<file path="src/irq_defs.svh">
// constants for the interrupt controller: bit positions, vector, latency
// assumes inclusion by each design file of the interrupt controller that uses its macros
//
// Summary of operation
// RQ1 - each source flag sets on its event regardless of any enable bit
// RQ2 - global enable bit 7 passes unmasked requests when set, blocks all when clear
// RQ3 - with global enable set, any flagged and enabled source vectors at once
// RQ4 - device reset clears the global enable
// RQ5 - return-from-interrupt leaves the routine and sets global enable
// RQ6 - on response clear global enable, push return address, load pc with 0004h
// RQ7 - software clears the pending flag before re-enabling, else the routine re-enters
// RQ8 - pin and port-change latency is three or four instruction cycles
// RQ9 - pin is edge triggered; edge select picks rising or falling; sets bit 1
// RQ10 - clearing control bit 4 stops the pin source from interrupting
// RQ11 - pin interrupt wakes from power-down when its enable was set
// RQ12 - timer rolling from FFh to 00h sets control bit 2
// RQ13 - control bit 5 enables or disables the timer overflow interrupt
// RQ14 - change on upper port bits 7 to 4 sets bit 0, gated by its enable
// RQ15 - peripheral flags and enables in two register pairs, plus group enable
// RQ16 - hardware saves only the return pc, no working or status register
// RQ17 - up to 11 sources, each with flag and enable; the controller has 19 (three core, sixteen peripheral)
// RQ18 - after wake, global enable decides vector or continue in line
// RQ19 - wake happens regardless of global enable; clear means resume after sleep
// RQ20 - request is or of flag-and-enable terms, peripherals group gated, all global gated
`ifndef IRQ_DEFS_SVH
`define IRQ_DEFS_SVH
`define CTL_PORT_FLAG   0
`define CTL_EXT_FLAG    1
`define CTL_TMR_FLAG    2
`define CTL_PORT_EN     3
`define CTL_EXT_EN      4
`define CTL_TMR_EN      5
`define CTL_PERIPH_EN   6
`define CTL_GLOBAL_EN   7
`define CTL_RESET       8'h00
`define PERIPH_RESET    8'h00
`define IRQ_VECTOR      13'h0004
`define TMR_ROLL_FROM   8'hFF
`define TMR_ROLL_TO     8'h00
`define LATENCY_CYCLES  3
`define LAT_CNT_W       2
`endif

</file>
<file path="src/irq_pkg.sv">
// types shared by the interrupt controller modules
// assumes irq_defs.svh supplies the numeric constants
package irq_pkg;
  typedef logic [12:0] pc_t;
  typedef logic [7:0]  byte_t;
  typedef enum logic [1:0] {ST_RUN, ST_SLEEP, ST_PEND} core_state_t;
endpackage

</file>
<file path="src/src_if.sv">
// carrier for synchronised source events between the top and its edge unit
// assumes one clock domain
`timescale 1ns/10ps
interface src_if;
  logic       ext_evt;
  logic       port_evt;
  modport det (output ext_evt, output port_evt);
  modport ctl (input ext_evt, input port_evt);
endinterface

</file>
<file path="src/irq_controller.sv">
// interrupt controller: flags, enables, global gate, vectoring and wake
// assumes the core strobes write and instruction inputs for one clk cycle
`timescale 1ns/10ps
`include "irq_defs.svh"
module irq_controller
(
  // clocking
  input  wire logic           clk,
  input  wire logic           rst,
  input  wire logic           ce,
  // sources
  input  wire logic           ext_irq_pin,
  input  wire logic [3:0]     upper_port,
  input  wire logic           ext_edge_select,
  input  wire irq_pkg::byte_t timer_zero_count,
  input  wire irq_pkg::byte_t periph_set_a,
  input  wire irq_pkg::byte_t periph_set_b,
  // core writes
  input  wire logic           ctl_wr,
  input  wire irq_pkg::byte_t ctl_wdata,
  input  wire logic           pfa_wr,
  input  wire logic           pfb_wr,
  input  wire logic           pea_wr,
  input  wire logic           peb_wr,
  input  wire irq_pkg::byte_t periph_wdata,
  // core instruction events
  input  wire logic           return_from_irq_instr,
  input  wire logic           sleep_instr,
  input  wire logic           instr_boundary,
  input  wire irq_pkg::pc_t   core_pc,
  // register views
  output irq_pkg::byte_t      irq_control_reg,
  output irq_pkg::byte_t      periph_flag_reg_a,
  output irq_pkg::byte_t      periph_flag_reg_b,
  output irq_pkg::byte_t      periph_enable_reg_a,
  output irq_pkg::byte_t      periph_enable_reg_b,
  // core control
  output logic                vector_take,
  output irq_pkg::pc_t        vector_pc,
  output logic                stack_push,
  output irq_pkg::pc_t        stack_push_pc,
  output logic                sleeping,
  output logic                wake
);
  import irq_pkg::*;

  src_if evt ();
  logic roll_evt;

  edge_detect u_edge
  (
    .clk             (clk),
    .rst             (rst),
    .ce              (ce),
    .ext_irq_pin     (ext_irq_pin),
    .upper_port      (upper_port),
    .ext_edge_select (ext_edge_select),
    .evt             (evt)
  );

  timer_roll u_roll
  (
    .clk              (clk),
    .rst              (rst),
    .ce               (ce),
    .timer_zero_count (timer_zero_count),
    .roll_evt         (roll_evt)
  );

  byte_t       ctl_reg;
  byte_t       pfa_reg;
  byte_t       pfb_reg;
  byte_t       pea_reg;
  byte_t       peb_reg;
  core_state_t state_reg;
  logic [`LAT_CNT_W-1:0] lat_reg;
  logic        enabled_any;
  logic        request;
  logic        take;

  // 19 sources, not the up to 11 of [RQ17]: three core, sixteen peripheral spread over two registers
  function automatic logic any_pair(input byte_t f, input byte_t e);
    any_pair = |(f & e);
  endfunction

  always_comb
  begin
    enabled_any = (ctl_reg[`CTL_EXT_FLAG] && ctl_reg[`CTL_EXT_EN])          // [RQ10]
               || (ctl_reg[`CTL_TMR_FLAG] && ctl_reg[`CTL_TMR_EN])          // [RQ13]
               || (ctl_reg[`CTL_PORT_FLAG] && ctl_reg[`CTL_PORT_EN])        // [RQ14]
               || (ctl_reg[`CTL_PERIPH_EN]
                   && (any_pair(pfa_reg, pea_reg) || any_pair(pfb_reg, peb_reg))); // [RQ15]
    request = enabled_any && ctl_reg[`CTL_GLOBAL_EN]; // [RQ20] [RQ2]
  end

  // vector on instruction boundary once latency elapsed: 3 cycles, 4 if mid-instruction
  assign take = request && (state_reg == ST_PEND) && (lat_reg == 0) && instr_boundary; // [RQ3] [RQ8]

  // control register: hardware set beats software clear
  always_ff @(posedge clk)
  begin
    if (rst)
      ctl_reg <= `CTL_RESET; // [RQ4]
    else if (ce)
    begin
      if (ctl_wr)
        ctl_reg <= ctl_wdata;
      if (evt.ext_evt)
        ctl_reg[`CTL_EXT_FLAG] <= 1'b1; // [RQ1] [RQ9]
      if (roll_evt)
        ctl_reg[`CTL_TMR_FLAG] <= 1'b1; // [RQ12]
      if (evt.port_evt)
        ctl_reg[`CTL_PORT_FLAG] <= 1'b1; // [RQ14]
      if (return_from_irq_instr)
        ctl_reg[`CTL_GLOBAL_EN] <= 1'b1; // [RQ5]
      if (take)
        ctl_reg[`CTL_GLOBAL_EN] <= 1'b0; // [RQ6]
    end
  end

  // peripheral flags and enables
  always_ff @(posedge clk)
  begin
    if (rst)
    begin
      pfa_reg <= `PERIPH_RESET;
      pfb_reg <= `PERIPH_RESET;
      pea_reg <= `PERIPH_RESET;
      peb_reg <= `PERIPH_RESET;
    end
    else if (ce)
    begin
      pfa_reg <= (pfa_wr ? periph_wdata : pfa_reg) | periph_set_a; // [RQ1] [RQ15]
      pfb_reg <= (pfb_wr ? periph_wdata : pfb_reg) | periph_set_b; // [RQ1] [RQ15]
      if (pea_wr)
        pea_reg <= periph_wdata;
      if (peb_wr)
        peb_reg <= periph_wdata;
    end
  end

  // run / sleep / pending; a flag left set by software re-enters at once [RQ7]
  always_ff @(posedge clk)
  begin
    if (rst)
    begin
      state_reg <= ST_RUN;
      lat_reg   <= '0;
    end
    else if (ce)
    begin
      unique case (state_reg)
        ST_RUN:
        begin
          if (sleep_instr && !enabled_any)
            state_reg <= ST_SLEEP;
          else if (request)
          begin
            state_reg <= ST_PEND;
            lat_reg   <= `LAT_CNT_W'(`LATENCY_CYCLES - 1); // [RQ8]
          end
        end
        ST_SLEEP:
        begin
          if (enabled_any) // [RQ11] [RQ19]
            state_reg <= ST_RUN; // [RQ18]
        end
        ST_PEND:
        begin
          if (!request || take)
            state_reg <= ST_RUN;
          else if (lat_reg != 0)
            lat_reg <= lat_reg - 1'b1;
        end
      endcase
    end
  end

  // core outputs registered; only return pc is pushed [RQ16]
  always_ff @(posedge clk)
  begin
    if (rst)
    begin
      vector_take   <= 1'b0;
      vector_pc     <= `IRQ_VECTOR;
      stack_push    <= 1'b0;
      stack_push_pc <= '0;
      sleeping      <= 1'b0;
      wake          <= 1'b0;
    end
    else if (ce)
    begin
      vector_take <= take; // [RQ6]
      stack_push  <= take; // [RQ16]
      if (take)
        stack_push_pc <= core_pc;
      vector_pc   <= `IRQ_VECTOR;
      sleeping    <= (state_reg == ST_SLEEP) && !enabled_any;
      wake        <= (state_reg == ST_SLEEP) && enabled_any; // [RQ19]
    end
  end

  always_ff @(posedge clk)
  begin
    if (rst)
    begin
      irq_control_reg     <= `CTL_RESET;
      periph_flag_reg_a   <= `PERIPH_RESET;
      periph_flag_reg_b   <= `PERIPH_RESET;
      periph_enable_reg_a <= `PERIPH_RESET;
      periph_enable_reg_b <= `PERIPH_RESET;
    end
    else if (ce)
    begin
      irq_control_reg     <= ctl_reg;
      periph_flag_reg_a   <= pfa_reg;
      periph_flag_reg_b   <= pfb_reg;
      periph_enable_reg_a <= pea_reg;
      periph_enable_reg_b <= peb_reg;
    end
  end
endmodule

</file>
<file path="src/edge_detect.sv">
// synchronises the external pin and upper port, detects valid events
// assumes pins are asynchronous to clk
`timescale 1ns/10ps
module edge_detect
(
  // clocking
  input  wire logic       clk,
  input  wire logic       rst,
  input  wire logic       ce,
  // pins
  input  wire logic       ext_irq_pin,
  input  wire logic [3:0] upper_port,
  input  wire logic       ext_edge_select,
  // events
  src_if.det              evt
);
  import irq_pkg::*;
  logic [4:0] s1_reg;
  logic [4:0] s2_reg;
  logic [4:0] prev_reg;
  logic [2:0] primed_reg;

  always_ff @(posedge clk)
  begin
    if (rst)
    begin
      s1_reg     <= 5'h00;
      s2_reg     <= 5'h00;
      prev_reg   <= 5'h00;
      primed_reg <= 3'h0;
    end
    else if (ce)
    begin
      s1_reg     <= {upper_port, ext_irq_pin};
      s2_reg     <= s1_reg;
      prev_reg   <= s2_reg;
      primed_reg <= {primed_reg[1:0], 1'b1};
    end
  end

  // no event until prev holds a real sample: a pin idling high after reset is no edge
  always_comb
  begin
    evt.ext_evt  = primed_reg[2] && (ext_edge_select ? (s2_reg[0] && !prev_reg[0])
                                                     : (!s2_reg[0] && prev_reg[0])); // [RQ9]
    evt.port_evt = primed_reg[2] && (s2_reg[4:1] != prev_reg[4:1]); // [RQ14]
  end
endmodule

</file>
<file path="src/timer_roll.sv">
// flags the timer count rolling from its top value to zero
// assumes the count is from the same clock domain
`timescale 1ns/10ps
`include "irq_defs.svh"
module timer_roll
(
  // clocking
  input  wire logic                clk,
  input  wire logic                rst,
  input  wire logic                ce,
  // count
  input  wire irq_pkg::byte_t      timer_zero_count,
  // event
  output logic                     roll_evt
);
  import irq_pkg::*;
  byte_t last_reg;

  always_ff @(posedge clk)
  begin
    if (rst)
      last_reg <= 8'h00;
    else if (ce)
      last_reg <= timer_zero_count;
  end

  assign roll_evt = (last_reg == `TMR_ROLL_FROM) && (timer_zero_count == `TMR_ROLL_TO); // [RQ12]
endmodule

</file>
<file path="config.mk">
export PLATFORM = sky130hd
export DESIGN_NAME = irq_controller
export DESIGN_NICKNAME = d
export VERILOG_FILES = /design/src/irq_pkg.sv /design/src/src_if.sv /design/src/irq_controller.sv /design/src/edge_detect.sv /design/src/timer_roll.sv
export VERILOG_INCLUDE_DIRS = /design/src /design/src/src
export SDC_FILE = /design/constraint.sdc
export NUM_CORES = 1
export LEC_CHECK = 0
export BUFFER_PORTS_ARGS = -buffer_cell sky130_fd_sc_hd__buf_4
export CAP_MARGIN = 5
export CORE_MARGIN = 2
export CORE_UTILIZATION = 50
export DETAILED_ROUTE_END_ITERATION = 8
export PLACE_DENSITY = 0.83
export SLEW_MARGIN = 20
export SYNTH_ARGS = -nofsm -noshare
export SYNTH_HDL_FRONTEND = slang
export SYNTH_HIERARCHICAL = 1
export SYNTH_SLANG_ARGS = --single-unit
</file>
<file path="constraint.sdc">
create_clock -name clk -period 3.9 [get_ports clk]
set_input_delay 0.39 -clock clk [delete_from_list [all_inputs] [get_ports clk]]
set_output_delay 0.39 -clock clk [all_outputs]
set_load 0.05 [all_outputs]
</file>
==> metrics.log <==
INFO  metric die_h = 106 um
INFO  metric start_util = 50.9%
INFO  metric routability_congestion_estimate = 0.853
INFO  metric synth-main-ff-cell = sky130_fd_sc_hd__dfxtp_1
INFO  metric drt_pass1_iterations = 5
INFO  metric final.period_utilization = 59.4%
INFO  metric synth_simple_gate_area_share = 16.4%
INFO  metric drt_wl_total = 13,300 um
INFO  metric synth_top_family_by_area = simple AND/OR/NAND/NOR gates
INFO  metric maxCapViolCount = 0
INFO  metric synthMuxAreaShare = 12.1%
INFO  metric clkSlewWorstSetupHoldPaths = 0.06 ns
INFO  metric final_antenna_net_count = 0
INFO  metric synth_edf_count = 0
INFO  metric tritoncts = built
INFO  metric max_flop_register = stack_push_pc
INFO  metric grt_start_max_net_pins = 102
INFO  metric drtIter0Drc = 282
INFO  metric timing.critical_path.to_type = register
INFO  metric min-delay-path-class = input port to register
INFO  metric cts_max_path_buffers = 2
INFO  metric largest_register_ffs = 13
INFO  metric timing.critical_path.fanout_max = 19
INFO  metric rows = 37
INFO  metric yosysTopAreaCellShare = 48.4%
INFO  metric synth_cell_types = 47
INFO  metric final-setup-viol-count = 0
INFO  metric worst-slew-pin-transition = 1.01 ns
INFO  metric synth-compound-area-share = 14.5%
INFO  metric area_growth_syn_to_layout = 28.6%
INFO  metric placement.cell_area = 6130 um^2
INFO  metric xor_xnor_fraction_of_synth_area = 0.672%
INFO  metric final_area = 6700 um^2
INFO  metric core-area = 10,200 um^2
INFO  metric global_route.usage.total = 23.8%
INFO  metric synth_top_area_cell = sky130_fd_sc_hd__dfxtp_1
INFO  metric worst_r2r_path_depth = 6
INFO  metric clock_insertion_delay_worst_skew = 0.53 ns
INFO  metric wl_per_cell = 15.9 um
INFO  metric synthesis.yosys.warnings = 6
INFO  metric grt_pass1_vias = 4,375
INFO  metric finalClockSkew = 0.00936 ns
INFO  metric avgSynthCellArea = 9.03 um^2
INFO  metric max_freq = 431 MHz
INFO  metric seq_area_frac_synth = 48.4%
INFO  metric layout.filler_cells = 806
INFO  metric synth-seq-cells = 126
INFO  metric worst_hold_path.num_cells = 3
INFO  metric synth_adder_area_share = 0.961%
INFO  metric pwr_density_cell = 483 nW/um^2
INFO  metric total_setup_buffers_inserted_after_cts = 0
INFO  metric number_of_vias_per_cell = 5.44
INFO  metric insertedDiodeCount = 0
INFO  metric design.portCount = 140
INFO  metric drv_slew = 0
INFO  metric grt_pass1_wl = 21,000 um
INFO  metric slew-limit-headroom = 32.4%
INFO  metric leakagePower = 2.94 nW
INFO  metric rsz0062_at_grt = no
INFO  metric number_of_antenna_violations_at_the_first_check_in_global_routing = 0
INFO  metric hold_viol = 0
INFO  metric critical_path_arrival = 2.73 ns
INFO  metric final.setup.tns = 0 ns
INFO  metric resized_after_cts = 0
INFO  metric postSynthCellCount = 577
INFO  metric critPathRequiredTime = 4.31 ns
INFO  metric cts_hold_repair.buffers = 0
INFO  metric netlist_top_cells_area = sky130_fd_sc_hd__dfxtp_1 (48%), sky130_fd_sc_hd__mux2i_1 (12%), sky130_fd_sc_hd__nor2_1 (6.8%)
INFO  metric floorplan.die.width = 106 um
INFO  metric min_period = 2.32 ns
INFO  metric cts_inserted_buffers = 17
INFO  metric dp_hpwl = 9080 um
INFO  metric routed-via-count = 4,555
INFO  metric dieArea = 11,300 um^2
INFO  metric multi_input_comb_area = 2380 um^2
INFO  metric synthArstFlopShare = 0%
INFO  metric nNetsFinal = 762
INFO  metric drt_drc_violations_left = 0
INFO  metric worst_ir_drop_vdd = 0.268 mV
INFO  metric post_synth_instance_area = 5210 um^2
INFO  metric clkSinkCount = 126
INFO  metric seq_area = 2520 um^2
INFO  metric timing.critical_path.from_type = register
INFO  metric post_route_cells_drive_above_1_share = 25.8%
INFO  metric htree_levels = 4
INFO  metric worst-setup-path-type = register to register
INFO  metric grt_remaining_overflow = 0
INFO  metric cts_root_buffer = sky130_fd_sc_hd__clkbuf_8
INFO  metric result_of_the_run = complete, no violations
INFO  metric buffer_ports.inserted = 126
-- worst paths after layout --
path                            from                       endpoint  slack (ns)
max          pea_reg[4]$_SDFFE_PP0P_      state_reg[0]$_SDFFE_PP0P_        1.58
min                    upper_port[0]  u_edge/s1_reg[1]$_SDFFE_PP0P_         0.1
max reg2reg  pea_reg[4]$_SDFFE_PP0P_      state_reg[0]$_SDFFE_PP0P_        1.58
min reg2reg        wake$_SDFFE_PP0P_              wake$_SDFFE_PP0P_        0.46
-- through the flow --
step	std cells	utilization (%)	setup slack [ns]	hold slack [ns]	power, mW
2_1_floorplan	588	-	2.06	0.434	1.66
3_3_place_gp	805	59.9	1.66	0.448	1.77
3_5_place_dp	805	60.0	1.59	0.456	1.79
4_1_cts	837	65.5	1.60	0.0819	3.25
5_1_grt	837	65.5	1.45	0.0986	3.36
6_report	837	65.5	1.58	0.0954	3.23
-- per-layer routing --
layer	share of wire, %	global-route usage [%]	vias up
met3	6.8	6.99	36
met2	51	41.1	187
li1	-	-	2196
met5	0	0	-
met4	2.6	10.6	0
met1	40	27.2	2136
-- report_power, final --
part | switching [mW] | internal [mW] | leakage, nW
registers | 0.0407 | 1.34 | 1.03
logic | 0.237 | 0.141 | 1.65
clock network | 0.602 | 0.870 | 0.265
total | 0.880 | 2.36 | 2.94
-- cell families after synthesis --
logic type | Yosys count
simple gates | 193
flops | 126
compound gates | 112
buf+inv | 73
mux | 63
fa+ha+maj | 4
xor+xnor | 4
other cells | 2
-- cell usage after synthesis (all sizes together) (2+ instances only) --
cell    number
a32o         2
o21ai       34
a21boi       3
and4bb       4
a221oi      16
a22oi        8
nor3         8
conb         2
inv         23
xor2         4
dfxtp      126
and2         2
nand2       39
o221ai       2
nor2        96
clkbuf      23
a21oi       40
buf         26
nand3       35
ha           4
mux2i       63
-- placed cells by master (no fill, tap or decap), types with 3 or more instances in the layout --
cell type	Yosys	routed
sky130_fd_sc_hd__clkinvlp_4	0	4
sky130_fd_sc_hd__inv_6	0	4
sky130_fd_sc_hd__a22oi_1	8	8
sky130_fd_sc_hd__nor3_1	8	8
sky130_fd_sc_hd__ha_1	4	4
sky130_fd_sc_hd__xor2_1	4	4
sky130_fd_sc_hd__nand2_1	39	39
sky130_fd_sc_hd__clkbuf_16	0	16
sky130_fd_sc_hd__o21ai_1	10	9
sky130_fd_sc_hd__o21ai_0	23	23
sky130_fd_sc_hd__and4bb_1	3	3
sky130_fd_sc_hd__nor2_1	95	95
sky130_fd_sc_hd__a21oi_2	10	10
sky130_fd_sc_hd__conb_1	2	13
sky130_fd_sc_hd__a221oi_1	16	16
sky130_fd_sc_hd__mux2i_1	63	63
sky130_fd_sc_hd__inv_1	23	23
sky130_fd_sc_hd__clkinv_4	0	4
sky130_fd_sc_hd__buf_4	15	130
sky130_fd_sc_hd__nand3_1	35	35
sky130_fd_sc_hd__a21oi_1	30	30
sky130_fd_sc_hd__dfxtp_1	126	126
-- final cells by class --
class	count	area share, %
flip-flops and latches	126	37.7
multi-input cells	389	35.5
repair buffers	130	14.6
clock buffers	18	6.39
well taps	136	2.54
clock inverters	14	2.02
inverters	24	1.35
-- worst max-delay path, stage by stage (launching register included) --
cell and delay, ns:
sky130_fd_sc_hd__dfxtp_1 0.33, sky130_fd_sc_hd__a22oi_1 0.24, sky130_fd_sc_hd__nand2_1 0.11, sky130_fd_sc_hd__or4_4 0.56, sky130_fd_sc_hd__a21boi_4 0.48, sky130_fd_sc_hd__o221ai_1 0.22
sky130_fd_sc_hd__a32o_1 0.25
No activity file was read; power rests on OpenSTA's default activity.
